<file path="src/elbs_pkg.sv">
// package: shared types and constants for endian byte lane steering
package elbs_pkg;

  localparam int          ELBS_LANES      = 4;
  localparam logic [1:0]  ELBS_LANE_TOP   = 2'h3;
  localparam logic [7:0]  ELBS_SCTL0_LE   = 8'h00;
  localparam logic [7:0]  ELBS_SCTL0_BE   = 8'h03;
  localparam logic [1:0]  ELBS_CNT_RESET  = 2'h0;
  localparam logic [3:0]  ELBS_BE_NONE    = 4'h0;
  localparam logic [3:0]  ELBS_BE_ALL     = 4'hf;
  localparam logic [31:0] ELBS_WORD_RESET = 32'h0000_0000;
  localparam logic [7:0]  ELBS_BYTE_RESET = 8'h00;

  typedef enum logic [1:0] {
    ELBS_SZ_BYTE = 2'h0,
    ELBS_SZ_HALF = 2'h1,
    ELBS_SZ_WORD = 2'h2
  } elbs_size_t;

  // host side request (slave access, rom read)
  typedef struct packed {
    logic       valid;
    logic       write;
    logic [7:0] addr;
    elbs_size_t size;
    logic [31:0] wdata;
  } elbs_req_t;

  typedef struct packed {
    logic        valid;
    logic [3:0]  lane_en;
    logic [7:0]  reg_addr;
    logic [31:0] data;
  } elbs_rsp_t;

endpackage : elbs_pkg

</file>
<file path="src/elbs_top.sv">
// file: endian byte lane steering top
// Functional notes
// - endian mode comes from select pin
// - big: first stream byte lane three
// - little: first stream byte lane zero
// - big rom: location zero to lane three
// - little rom: location zero to lane zero
// - internal lanes never change with mode
// - slave accesses work in both modes
// - full words never repositioned
// - sub-word decode moves address, not lane
// - received bytes go to ascending addresses
// - sent bytes leave from address zero upward
// - address zero on lane 0 or 3
// - control register zero at 03h or 00h
// - internal processor addressing always little
`timescale 1ns/1ps
module elbs_top
  import elbs_pkg::*;
(
  input  wire logic        clk,
  input  wire logic        resetn,
  input  wire logic        big_lit_sel,
  input  wire elbs_req_t   host_req,
  input  wire logic [31:0] reg_rdata,
  output elbs_rsp_t        host_rsp,
  output logic [7:0]       reg_addr_int,
  input  wire logic        rx_valid,
  input  wire logic [7:0]  rx_byte,
  output logic             rx_word_valid,
  output logic [31:0]      rx_word,
  output logic [3:0]       rx_word_be,
  input  wire logic        rx_flush,
  input  wire logic        tx_load,
  input  wire logic [31:0] tx_word,
  input  wire logic        tx_ready,
  output logic             tx_valid,
  output logic [7:0]       tx_byte,
  output logic             tx_busy,
  input  wire logic [7:0]  script_addr,
  output logic [7:0]       script_reg_addr
);

  // ****************************************************************
  // state
  // ****************************************************************
  typedef struct packed {
    logic [1:0]  rx_cnt;
    logic [31:0] rx_acc;
    logic [3:0]  rx_be;
    logic        rx_out_v;
    logic [31:0] rx_out;
    logic [3:0]  rx_out_be;
    logic [1:0]  tx_cnt;
    logic [31:0] tx_buf;
    logic        tx_act;
    logic [7:0]  tx_out;
    elbs_rsp_t   rsp;
    logic [7:0]  iaddr;
  } elbs_state_t;

  elbs_state_t s_q, s_d;
  logic        be_mode;
  logic [1:0]  rx_lane, tx_lane, req_lane;

  assign be_mode = big_lit_sel;

  elbs_lane_map u_rx_map (.big_endian(be_mode), .offset(s_q.rx_cnt), .lane(rx_lane));
  elbs_lane_map u_tx_map (.big_endian(be_mode), .offset(s_q.tx_cnt), .lane(tx_lane));
  elbs_lane_map u_rq_map (.big_endian(be_mode), .offset(host_req.addr[1:0]), .lane(req_lane));

  // ****************************************************************
  // host access decode
  // ****************************************************************
  logic [3:0] req_be;
  logic [7:0] req_iaddr;
  logic [1:0] half_lane;
  always_comb begin
    half_lane = be_mode ? (req_lane - 2'h1) : req_lane;
    case (host_req.size)
      ELBS_SZ_WORD: req_be = ELBS_BE_ALL;
      ELBS_SZ_HALF: req_be = 4'h3 << {half_lane[1], 1'b0};
      ELBS_SZ_BYTE: req_be = 4'h1 << req_lane;
      default:      req_be = ELBS_BE_NONE;
    endcase
    // internal register index = word base + lowest physical lane
    case (host_req.size)
      ELBS_SZ_WORD: req_iaddr = {host_req.addr[7:2], 2'h0};
      ELBS_SZ_HALF: req_iaddr = {host_req.addr[7:2], half_lane[1], 1'b0};
      default:      req_iaddr = {host_req.addr[7:2], req_lane};
    endcase
  end

  // ****************************************************************
  // next state
  // ****************************************************************
  always_comb begin
    s_d           = s_q;
    s_d.rx_out_v  = 1'b0;
    s_d.rsp.valid = 1'b0;
    // rx: byte k of stream goes to address k, lane from mode
    if (rx_valid) begin
      s_d.rx_acc[rx_lane*8 +: 8] = rx_byte;
      s_d.rx_be[rx_lane]         = 1'b1;
      s_d.rx_cnt                 = s_q.rx_cnt + 2'h1;
      if (s_q.rx_cnt == ELBS_LANE_TOP) begin
        s_d.rx_out_v  = 1'b1;
        s_d.rx_out    = s_d.rx_acc;
        s_d.rx_out_be = s_d.rx_be;
        s_d.rx_be     = ELBS_BE_NONE;
        s_d.rx_acc    = ELBS_WORD_RESET;
      end
    end else if (rx_flush && (s_q.rx_be != ELBS_BE_NONE)) begin
      s_d.rx_out_v  = 1'b1;
      s_d.rx_out    = s_q.rx_acc;
      s_d.rx_out_be = s_q.rx_be;
      s_d.rx_acc    = ELBS_WORD_RESET;
      s_d.rx_be     = ELBS_BE_NONE;
      s_d.rx_cnt    = ELBS_CNT_RESET;
    end
    // tx: address zero first, lane from mode
    if (!s_q.tx_act) begin
      if (tx_load) begin
        s_d.tx_act = 1'b1;
        s_d.tx_buf = tx_word;
        s_d.tx_cnt = ELBS_CNT_RESET;
        s_d.tx_out = be_mode ? tx_word[31:24] : tx_word[7:0];
      end
    end else if (tx_ready) begin
      s_d.tx_cnt = s_q.tx_cnt + 2'h1;
      if (s_q.tx_cnt == ELBS_LANE_TOP) begin
        s_d.tx_act = 1'b0;
      end else begin
        s_d.tx_out = s_q.tx_buf[((be_mode ? (ELBS_LANE_TOP - s_d.tx_cnt) : s_d.tx_cnt))*8 +: 8];
      end
    end
    // host slave / rom access, physical lanes untouched
    if (host_req.valid) begin
      s_d.rsp.valid    = 1'b1;
      s_d.rsp.lane_en  = req_be;
      s_d.rsp.reg_addr = req_iaddr;
      s_d.rsp.data     = host_req.write ? host_req.wdata : reg_rdata;
    end
    // script processor addressing ignores the pin
    s_d.iaddr = script_addr;
  end

  always_ff @(posedge clk or negedge resetn) begin
    if (!resetn) begin
      s_q <= '0;
    end else begin
      s_q <= s_d;
    end
  end

  // ****************************************************************
  // outputs
  // ****************************************************************
  assign host_rsp        = s_q.rsp;
  assign reg_addr_int    = req_iaddr;
  assign rx_word_valid   = s_q.rx_out_v;
  assign rx_word         = s_q.rx_out;
  assign rx_word_be      = s_q.rx_out_be;
  assign tx_valid        = s_q.tx_act;
  assign tx_byte         = s_q.tx_out;
  assign tx_busy         = s_q.tx_act;
  assign script_reg_addr = s_q.iaddr;

  // ****************************************************************
  // checks
  // ****************************************************************
  a_first_rx_lane: assert property (@(posedge clk) disable iff (!resetn)
    (rx_valid && s_q.rx_cnt == ELBS_CNT_RESET) |=> (s_q.rx_be == (be_mode ? 4'h8 : 4'h1)))
    else $error("first rx byte on wrong lane");
  a_rx_le_lane: assert property (@(posedge clk) disable iff (!resetn)
    (rx_valid && !be_mode && s_q.rx_cnt == ELBS_CNT_RESET) |=> s_q.rx_acc[7:0] == $past(rx_byte))
    else $error("little rx byte zero misplaced");
  a_word_no_move: assert property (@(posedge clk) disable iff (!resetn)
    (host_req.valid && host_req.size == ELBS_SZ_WORD) |=> host_rsp.lane_en == ELBS_BE_ALL)
    else $error("word access repositioned");
  a_byte_lane: assert property (@(posedge clk) disable iff (!resetn)
    (host_req.valid && host_req.size == ELBS_SZ_BYTE) |=>
      host_rsp.lane_en == (4'h1 << (be_mode ? (2'h3 - $past(host_req.addr[1:0])) : $past(host_req.addr[1:0]))))
    else $error("byte lane mapping wrong");
  a_reg_zero: assert property (@(posedge clk) disable iff (!resetn)
    (host_req.valid && host_req.size == ELBS_SZ_BYTE &&
     host_req.addr == (be_mode ? ELBS_SCTL0_BE : ELBS_SCTL0_LE)) |=> host_rsp.reg_addr == ELBS_SCTL0_LE)
    else $error("control register zero decode wrong");
  a_rsp_valid: assert property (@(posedge clk) disable iff (!resetn)
    host_req.valid |=> host_rsp.valid)
    else $error("slave access not answered");
  a_tx_first: assert property (@(posedge clk) disable iff (!resetn)
    (!s_q.tx_act && tx_load) |=> tx_byte == (be_mode ? $past(tx_word[31:24]) : $past(tx_word[7:0])))
    else $error("tx address zero not first");
  a_script_addr: assert property (@(posedge clk) disable iff (!resetn)
    1'b1 |=> script_reg_addr == $past(script_addr))
    else $error("script address altered");
  a_half_lanes: assert property (@(posedge clk) disable iff (!resetn)
    (host_req.valid && host_req.size == ELBS_SZ_HALF) |=>
      host_rsp.lane_en == (($past(be_mode) ^ $past(host_req.addr[1])) ? 4'hc : 4'h3))
    else $error("half word lanes wrong");
  a_rd_data_fixed: assert property (@(posedge clk) disable iff (!resetn)
    (host_req.valid && !host_req.write) |=> host_rsp.data == $past(reg_rdata))
    else $error("read data lanes moved");
  a_wr_data_fixed: assert property (@(posedge clk) disable iff (!resetn)
    (host_req.valid && host_req.write) |=> host_rsp.data == $past(host_req.wdata))
    else $error("write data lanes moved");
  a_word_addr: assert property (@(posedge clk) disable iff (!resetn)
    (host_req.valid && host_req.size == ELBS_SZ_WORD) |=> host_rsp.reg_addr == {$past(host_req.addr[7:2]), 2'h0})
    else $error("word register address wrong");
  a_addr_int: assert property (@(posedge clk) disable iff (!resetn)
    (host_req.valid && host_req.size == ELBS_SZ_BYTE) |->
      reg_addr_int == {host_req.addr[7:2], be_mode ? (ELBS_LANE_TOP - host_req.addr[1:0]) : host_req.addr[1:0]})
    else $error("internal byte address wrong");
  a_rx_word_out: assert property (@(posedge clk) disable iff (!resetn)
    (rx_valid && s_q.rx_cnt == ELBS_LANE_TOP) |=> (rx_word_valid && rx_word_be == ELBS_BE_ALL))
    else $error("full rx word not emitted");
  a_flush_out: assert property (@(posedge clk) disable iff (!resetn)
    (!rx_valid && rx_flush && s_q.rx_be != ELBS_BE_NONE) |=> (rx_word_valid && rx_word_be == $past(s_q.rx_be)))
    else $error("partial rx word not emitted");
  a_tx_hold: assert property (@(posedge clk) disable iff (!resetn)
    (s_q.tx_act && !tx_ready) |=> (tx_valid && $stable(tx_byte)))
    else $error("tx byte changed while stalled");
  a_tx_done: assert property (@(posedge clk) disable iff (!resetn)
    (s_q.tx_act && tx_ready && s_q.tx_cnt == ELBS_LANE_TOP) |=> !tx_valid)
    else $error("tx did not end after four bytes");

endmodule : elbs_top

</file>
<file path="src/elbs_lane_map.sv">
// file: lane mapping leaf for one byte offset
`timescale 1ns/1ps
module elbs_lane_map
  import elbs_pkg::*;
(
  input  wire logic       big_endian,
  input  wire logic [1:0] offset,
  output logic      [1:0] lane
);

  // big: lane 3 minus offset, little: lane equals offset
  assign lane = big_endian ? (ELBS_LANE_TOP - offset) : offset;

endmodule : elbs_lane_map

</file>
<file path="config.mk">
export PLATFORM = sky130hd
export DESIGN_NAME = elbs_top
export DESIGN_NICKNAME = d
export VERILOG_FILES = /design/src/elbs_pkg.sv /design/src/elbs_top.sv /design/src/elbs_lane_map.sv
export SDC_FILE = /design/constraint.sdc
export NUM_CORES = 1
export LEC_CHECK = 0
export ABC_AREA = 1
export BUFFER_PORTS_ARGS = -buffer_cell sky130_fd_sc_hd__buf_2
export CAP_MARGIN = 15
export CELL_PAD_IN_SITES_DETAIL_PLACEMENT = 2
export CELL_PAD_IN_SITES_GLOBAL_PLACEMENT = 2
export CORE_UTILIZATION = 32
export DETAILED_ROUTE_END_ITERATION = 12
export PLACE_DENSITY = 0.91
export RECOVER_POWER = 25
export REMOVE_ABC_BUFFERS = 1
export SETUP_SLACK_MARGIN = 0.5
export SLEW_MARGIN = 20
export SYNTH_ARGS = -nofsm -noshare
export SYNTH_HDL_FRONTEND = slang
export SYNTH_SLANG_ARGS = --single-unit
</file>
<file path="constraint.sdc">
create_clock -name clk -period 6.86 [get_ports clk]
set_clock_uncertainty 0.2 [all_clocks]
set_input_delay 0.343 -clock clk [delete_from_list [all_inputs] [get_ports clk]]
set_output_delay 0.343 -clock clk [all_outputs]
set_load 0.005 [all_outputs]
</file>
==> metrics.md, run 1 <==
| Metric | Value |
|---|---|
| Status | `complete, but fails checks` |
| Failing checks | `capacitance limit, slew limit` |
| GRT overflow | `0` |
| Synth cell types | `29` |
| CP peak stage delay | `1380 ps` |
| DR vias | `about 8600` |
| Clk Latency, worst-skew pair | `around 430 ps` |
| Most frequent cells in the layout | `nand2_1 (360), buf_2 (194), dfrtp_1 (171)` |
| GRT Total Usage | `about a quarter` |
| Initial Util | `between 30% and 40%` |
| Fin. max-slew vios | `89` |
| Fin crit period | `~3800 ps` |
| Reg2reg start | `s_q[169]` |
| Synth area leaders | `dfrtp_1 (48%), nand2_1 (15%), buf_4 (8.8%), nand3_1 (5.3%), o21ai_0 (4.7%)` |
| FILL cells | `3156` |
| Final hold vios | `0` |
| First-pass GRT wire length | `54800 um` |
| TritonCTS Buffers | `17` |
| Initial DRC count | `401` |
| Chip height | `approximately 170 um` |
| Core ar. | `27200 sq um` |
| Setup Viol. Count Final | `0` |
| Rows | `60` |
| # H-tree levels | `4` |
| CTS clk-pin slew, worst paths | `70 ps` |
| Crit path DAT | `a little under 4000 ps` |
| Clock Sink Count | `171` |
| Crit path from | `host_req[43]` |
| WP buf/inv | `5` |
| I/O pin total | `239` |
| Post-CTS Setup Repair Bufs | `0` |
| Area growth syn-to-layout | `23.3%` |
| Flops & latches, synth | `171` |
| Placed Cells | `around 1600` |
| Worst vdd ir | `0.000128 V` |
| Drt wl/cell | `20.1 um` |
| Min-delay src | `tx_word[14]` |
| Final nets | `around 1500` |
| Non-Filler Instances | `1714` |
| Placed inst area | `9630 sq um` |
| Layout cell share with drive strength beyond 1 | `19.0%` |
| Max-cap violations | `2` |
| Critical path launch point type | `input pin` |
| PortBufs | `238` |
| RSZ-0062 raised after global routing | `false` |
| Fin Hold WS | `11.8 ps` |
| CP required | `6960 ps` |
| CP delay by family, top | `buffers and inverters` |
| TritonRoute pass-1 iters | `5` |
| Die Wd | `169 um` |
| Mapped Cells | `1131` |
| Cell taking the most area after synthesis | `dfrtp_1` |
| CP max stage cell | `clkbuf_1` |
| Largest net degree at the start of global routing | `103` |
| Drt drc | `0` |
| Vias in the first global route | `just under 10000` |
| Clock tree buffer depth | `2` |
| Crit Path Category | `in2reg` |
| Leak Pwr | `5.56 nW` |
| Worst Path Max Fanout | `45` |
| Period utilisation layout | `55.9%` |
| Fmax | `261 MHz` |
| Initial antenna violation count | `2` |
| Commonest non-fill, non-tap cell in the layout | `nand2_1` |
| Vias per inst | `5.00` |
| Worst-Margin Slew | `roughly 2000 ps` |
| Setup crit end kind | `flip-flop` |
| Max_slew headroom | `-33.5%` |
| Cell mode on critical path | `clkbuf_1` |
| Synth Warn # | `0` |
| Worst path cell trace | `buf_2 -> clkbuf_1 -> clkinv_1 -> clkbuf_1 -> nand2_1 -> o21ai_1 -> dlygate4sd3_1` |
| Root Driver | `clkbuf_16` |
| Syn_area_per_cell | `just under 8 sq um` |
| Hold Crit Class | `in2reg` |
| Power Total | `3.90 mW` |
| Setup TNS | `0 ps` |
| Yosys top cell area share | `48.0%` |
| Routability Congestion | `0.755` |
| Final instance area | `11000 sq um` |
| PwrDens | `354 nW/um^2` |
| Detail Route Antenna Nets | `0` |
| Mapped cell area | `8920 sq um` |
| Final wirelength | `34500 um` |
| CTS tree | `built` |
| Hpwl dp | `21000 um` |
| Register area share after synthesis | `between 40% and 50%` |
| Die Area | `approximately 29000 sq um` |
[synthesized netlist by cell type, drive strengths merged]
cell type	n
nand2	361
dfrtp	171
o21ai	140
buf	128
nand3	94
inv	74
nor2	64
clkbuf	24
a21oi	16
ha	15
nand4	15
or2	9
nand3b	8
o211ai	3
o22ai	3
xnor2	2
xor2	2
a31oi	1
nor3	1
[layout make-up]
class	count	area, sq um	area share (%)
Sequential cell	171	4280	38.9
Inverter	74	278	2.53
Clock buffer	19	443	4.03
Tap cell	372	465	4.23
Multi-Input combinational cell	734	3350	30.5
Antenna cell	2	5.00	0.0455
Timing Repair Buffer	330	2040	18.5
Clock inverter	12	140	1.27
[cell families after synthesis]
logic type / Yosys count / synth area share [%]
buffers and inverters: 226 / 14.4
AND/OR/NAND/NOR: 552 / 25.6
flip-flops: 171 / 48.0
adder cells (fa/ha/maj): 15 / 2.10
XOR/XNOR: 4 / 0.561
AO/OA/AOI/OAI: 163 / 9.29
[through the flow]
stage                     setup slack (ps)  util (%)
after floorplan                       4250         -
after global placement                3930      35.4
after detailed placement              3850      35.4
after CTS                             3990      40.7
after global routing                  2790      40.5
final                                 3030      40.5
[worst reg2reg max path: stages, from the launching register on]
cell and delay, ps:
dfrtp_1 480, xnor2_2 550, ha_1 530, inv_2 40, nor2_1 430, nand3_1 150
o21ai_1 160, nand2_1 110, nand3_1 120
[power breakdown]
group	internal, mW	switching (mW)	leakage (nW)
clock network	0.550	0.455	0.265
logic	0.481	0.947	3.12
registers	1.29	0.178	2.18
[state kept, by name, indices dropped and copies added, names as in the netlist]
signal and cells:
rx_word_valid 1, host_rsp 45, s_q 72, rx_word 32
script_reg_addr 8, tx_busy 1, tx_byte 8, rx_word_be 4
[final timing paths]
check | cells past startpoint | slack, ps | endpoint
max in group asynchronous | 3 | 4420 | s_q[91]
max | 7 | 3030 | host_rsp[10]
min | 3 | 10 | s_q[76]
max reg2reg | 8 | 4020 | rx_word[5]
min in group asynchronous | 2 | 430 | host_rsp[1]
min reg2reg | 2 | 280 | rx_word_be[3]
[routing by layer]
metal	vias up	wire [um]	GRT usage (%)
met5	-	0	0
met4	0	936	8.58
met3	61	1430	4.65
met2	246	18200	45.2
met1	4357	13900	28.9
li1	3898	-	-
[what timing repair did]
action	CTS	global route
resized for setup	0	0
endpoints found under the hold margin	175	0
hold buffers	84	0
setup endpoints to repair	0	0
Note: power is estimated with default switching activity, not from simulation.
==> run 2: changes to the inputs <==
Settings changed: CORE_UTILIZATION 32 to 30, PLACE_DENSITY 0.91 to 0.86.
Clock period 6.86 ns to 3.8 ns, I/O delays scaled along.
==> run 2 against run 1 <==
  * The run still ends with capacitance limit, slew limit left
  * Hold slack improved by 4.8 ps
  * Critical path depth down 2
  * Highest routed layer unchanged
  * Final area up 4.2%
  * Sequential power increased by 80%
  * Non-clock buffer count up 41
  * Wire length grew 7.4%
  * Utilization decreased by 0.98 points
  * Global-route usage rose by 0.42 points
  * Cell count is 3.2% higher
  * Via count grew 2.3%
  * Die area up 6.6%
==> metrics.md, run 2 (synthesis results as in run 1) <==
| Metric | Value |
|---|---|
| Status | `complete, but fails checks` |
| Failing checks | `capacitance limit, slew limit` |
| Biggest register | `s_q` |
| WP buf/inv | `3` |
| GRT overflow | `0` |
| TritonCTS Buffers | `17` |
| Initial Util | `30.7%` |
| Die Area | `30400 sq um` |
| Cell mode on critical path | `clkbuf_1` |
| Setup Viol. Count Final | `0` |
| NetSw | `between 2 and 3 mW` |
| Max-cap violations | `2` |
| Initial antenna violation count | `2` |
| Rows | `62` |
| Vias in the first global route | `about 10000` |
| GRT Total Usage | `25.2%` |
| First-pass GRT wire length | `between 50000 and 60000 um` |
| CP max stage cell | `clkbuf_1` |
| Largest net degree at the start of global routing | `80` |
| Most frequent cells in the layout | `nand2_1 (360), buf_2 (225), dfrtp_1 (171)` |
| RSZ-0062 raised after global routing | `false` |
| TritonRoute pass-1 iters | `4` |
| Root Driver | `clkbuf_16` |
| Placed Cells | `1615` |
| Clock tree buffer depth | `2` |
| Area growth syn-to-layout | `28.5%` |
| Hpwl dp | `21600 um` |
| Worst Path Max Fanout | `44` |
| Fin crit period | `2970 ps` |
| Core ar. | `29000 sq um` |
| CP required | `3990 ps` |
| Drt drc | `0` |
| Max_slew headroom | `-47.3%` |
| Final Core Density | `roughly two fifths` |
| PwrDens | `approximately 620 nW/um^2` |
| Crit Path Category | `in2reg` |
| Drt wl/cell | `20.9 um` |
| Sw Share | `41.0%` |
| # H-tree levels | `4` |
| Worst-Margin Slew | `2210 ps` |
| Setup TNS | `0 ps` |
| Hold Crit Class | `in2reg` |
| Routability Congestion | `0.764` |
| Critical path launch point type | `input pin` |
| Vias per inst | `between 4 and 5` |
| Max reg flops | `72` |
| Clk Latency, worst-skew pair | `440 ps` |
| Cts repair resizes | `0` |
| Worst vdd ir | `0.000228 V` |
| Final nets | `1515` |
| Chip height | `174 um` |
| Comb power frac | `37.7%` |
| Clock Sink Count | `171` |
| I/O pin total | `239` |
| Initial DRC count | `between 400 and 500` |
| Worst path cell trace | `clkbuf_1 -> clkbuf_1 -> o21ai_0 -> o21ai_1 -> dlygate4sd3_1` |
| Die Wd | `174 um` |
| PortBufs | `about 240` |
| Leak Pwr | `5.87 nW` |
| CP delay by family, top | `buffers and inverters` |
| Layout cell share with drive strength beyond 1 | `21.3%` |
| DR vias | `8763` |
| CTS tree | `built` |
| CTS clk-pin slew, worst paths | `roughly 80 ps` |
| Final wirelength | `approximately 37000 um` |
| CP peak stage delay | `1410 ps` |
| Detail Route Antenna Nets | `0` |
| Fin. max-slew vios | `124` |
| Crit path DAT | `3160 ps` |
| Setup crit end kind | `flip-flop` |
| Fmax | `336 MHz` |
| Int Power | `4.23 mW` |
| Period utilisation layout | `78.3%` |
| Power Total | `7.16 mW` |
| Clk pwr share | `between 20% and 30%` |
| Register share of total power | `37.0%` |
| Final hold vios | `0` |
| Post-CTS Setup Repair Bufs | `0` |
| Commonest non-fill, non-tap cell in the layout | `nand2_1` |
| Non-Filler Instances | `1768` |
[run 2: worst reg2reg max path: stages (launching register included)]
cell and delay [ps]:
dfrtp_1 470, xnor2_2 620, ha_1 540, inv_2 60
nor2_1 440, nand3_1 210, o21ai_1 190, nand2_1 60
o21ai_0 90
[run 2: stage by stage]
step	cell area [sq um]	hold WS (ps)	worst slack (ps)
3_5_place_dp	9700	99.7	842
3_3_place_gp	9700	98.1	1100
5_1_grt	11500	25.1	591
6_report	11500	16.7	826
4_1_cts	11500	8.89	802
2_1_floorplan	7910	-306	1190
[run 2: worst paths after layout]
kind	startpoint	end	slack (ps)	cells past startpoint
min	rx_byte[6]	s_q[167]	20	5
min reg2reg	s_q[90]	s_q[90]	270	2
min in group asynchronous	resetn	script_reg_addr[6]	750	2
max in group asynchronous	resetn	s_q[146]	1290	3
max	host_req[43]	host_rsp[11]	830	5
max reg2reg	s_q[169]	s_q[141]	840	8
[run 2: layout make-up]
cell class | instances | area [sq um]
multi-input combinational | 734 | 3350
timing repair buffer | 371 | 2480
sequential | 171 | 4280
antenna | 2 | 5.00
clock buffer | 19 | 453
fill | 3334 | 17600
tap | 384 | 480
clock inverter | 13 | 129
inverter | 74 | 278
[run 2: routing by layer]
metal | up-vias | share of wire (%) | wire [um] | track usage (%)
met5 | - | 0 | 0 | 0
met4 | 0 | 3.7 | 1370 | 11.9
met3 | 75 | 3.8 | 1400 | 4.75
met1 | 4471 | 40 | 14700 | 28.5
li1 | 3991 | - | - | -
met2 | 226 | 53 | 19600 | 45.5
[run 2: timing repair]
item,4_1_cts,5_1_grt
endpoints found under the hold margin,170,0
hold buffers,119,0
endpoints found under the setup margin,0,0
[run 2: power by group through the flow]
stage	Combinational [mW]	Clock, mW	Sequential (mW)
2_1_floorplan	1.45	0	2.60
3_3_place_gp	2.38	0	2.62
3_5_place_dp	2.51	0	2.65
4_1_cts	2.68	1.83	2.63
5_1_grt	3.03	1.92	2.70
6_report	2.70	1.81	2.65
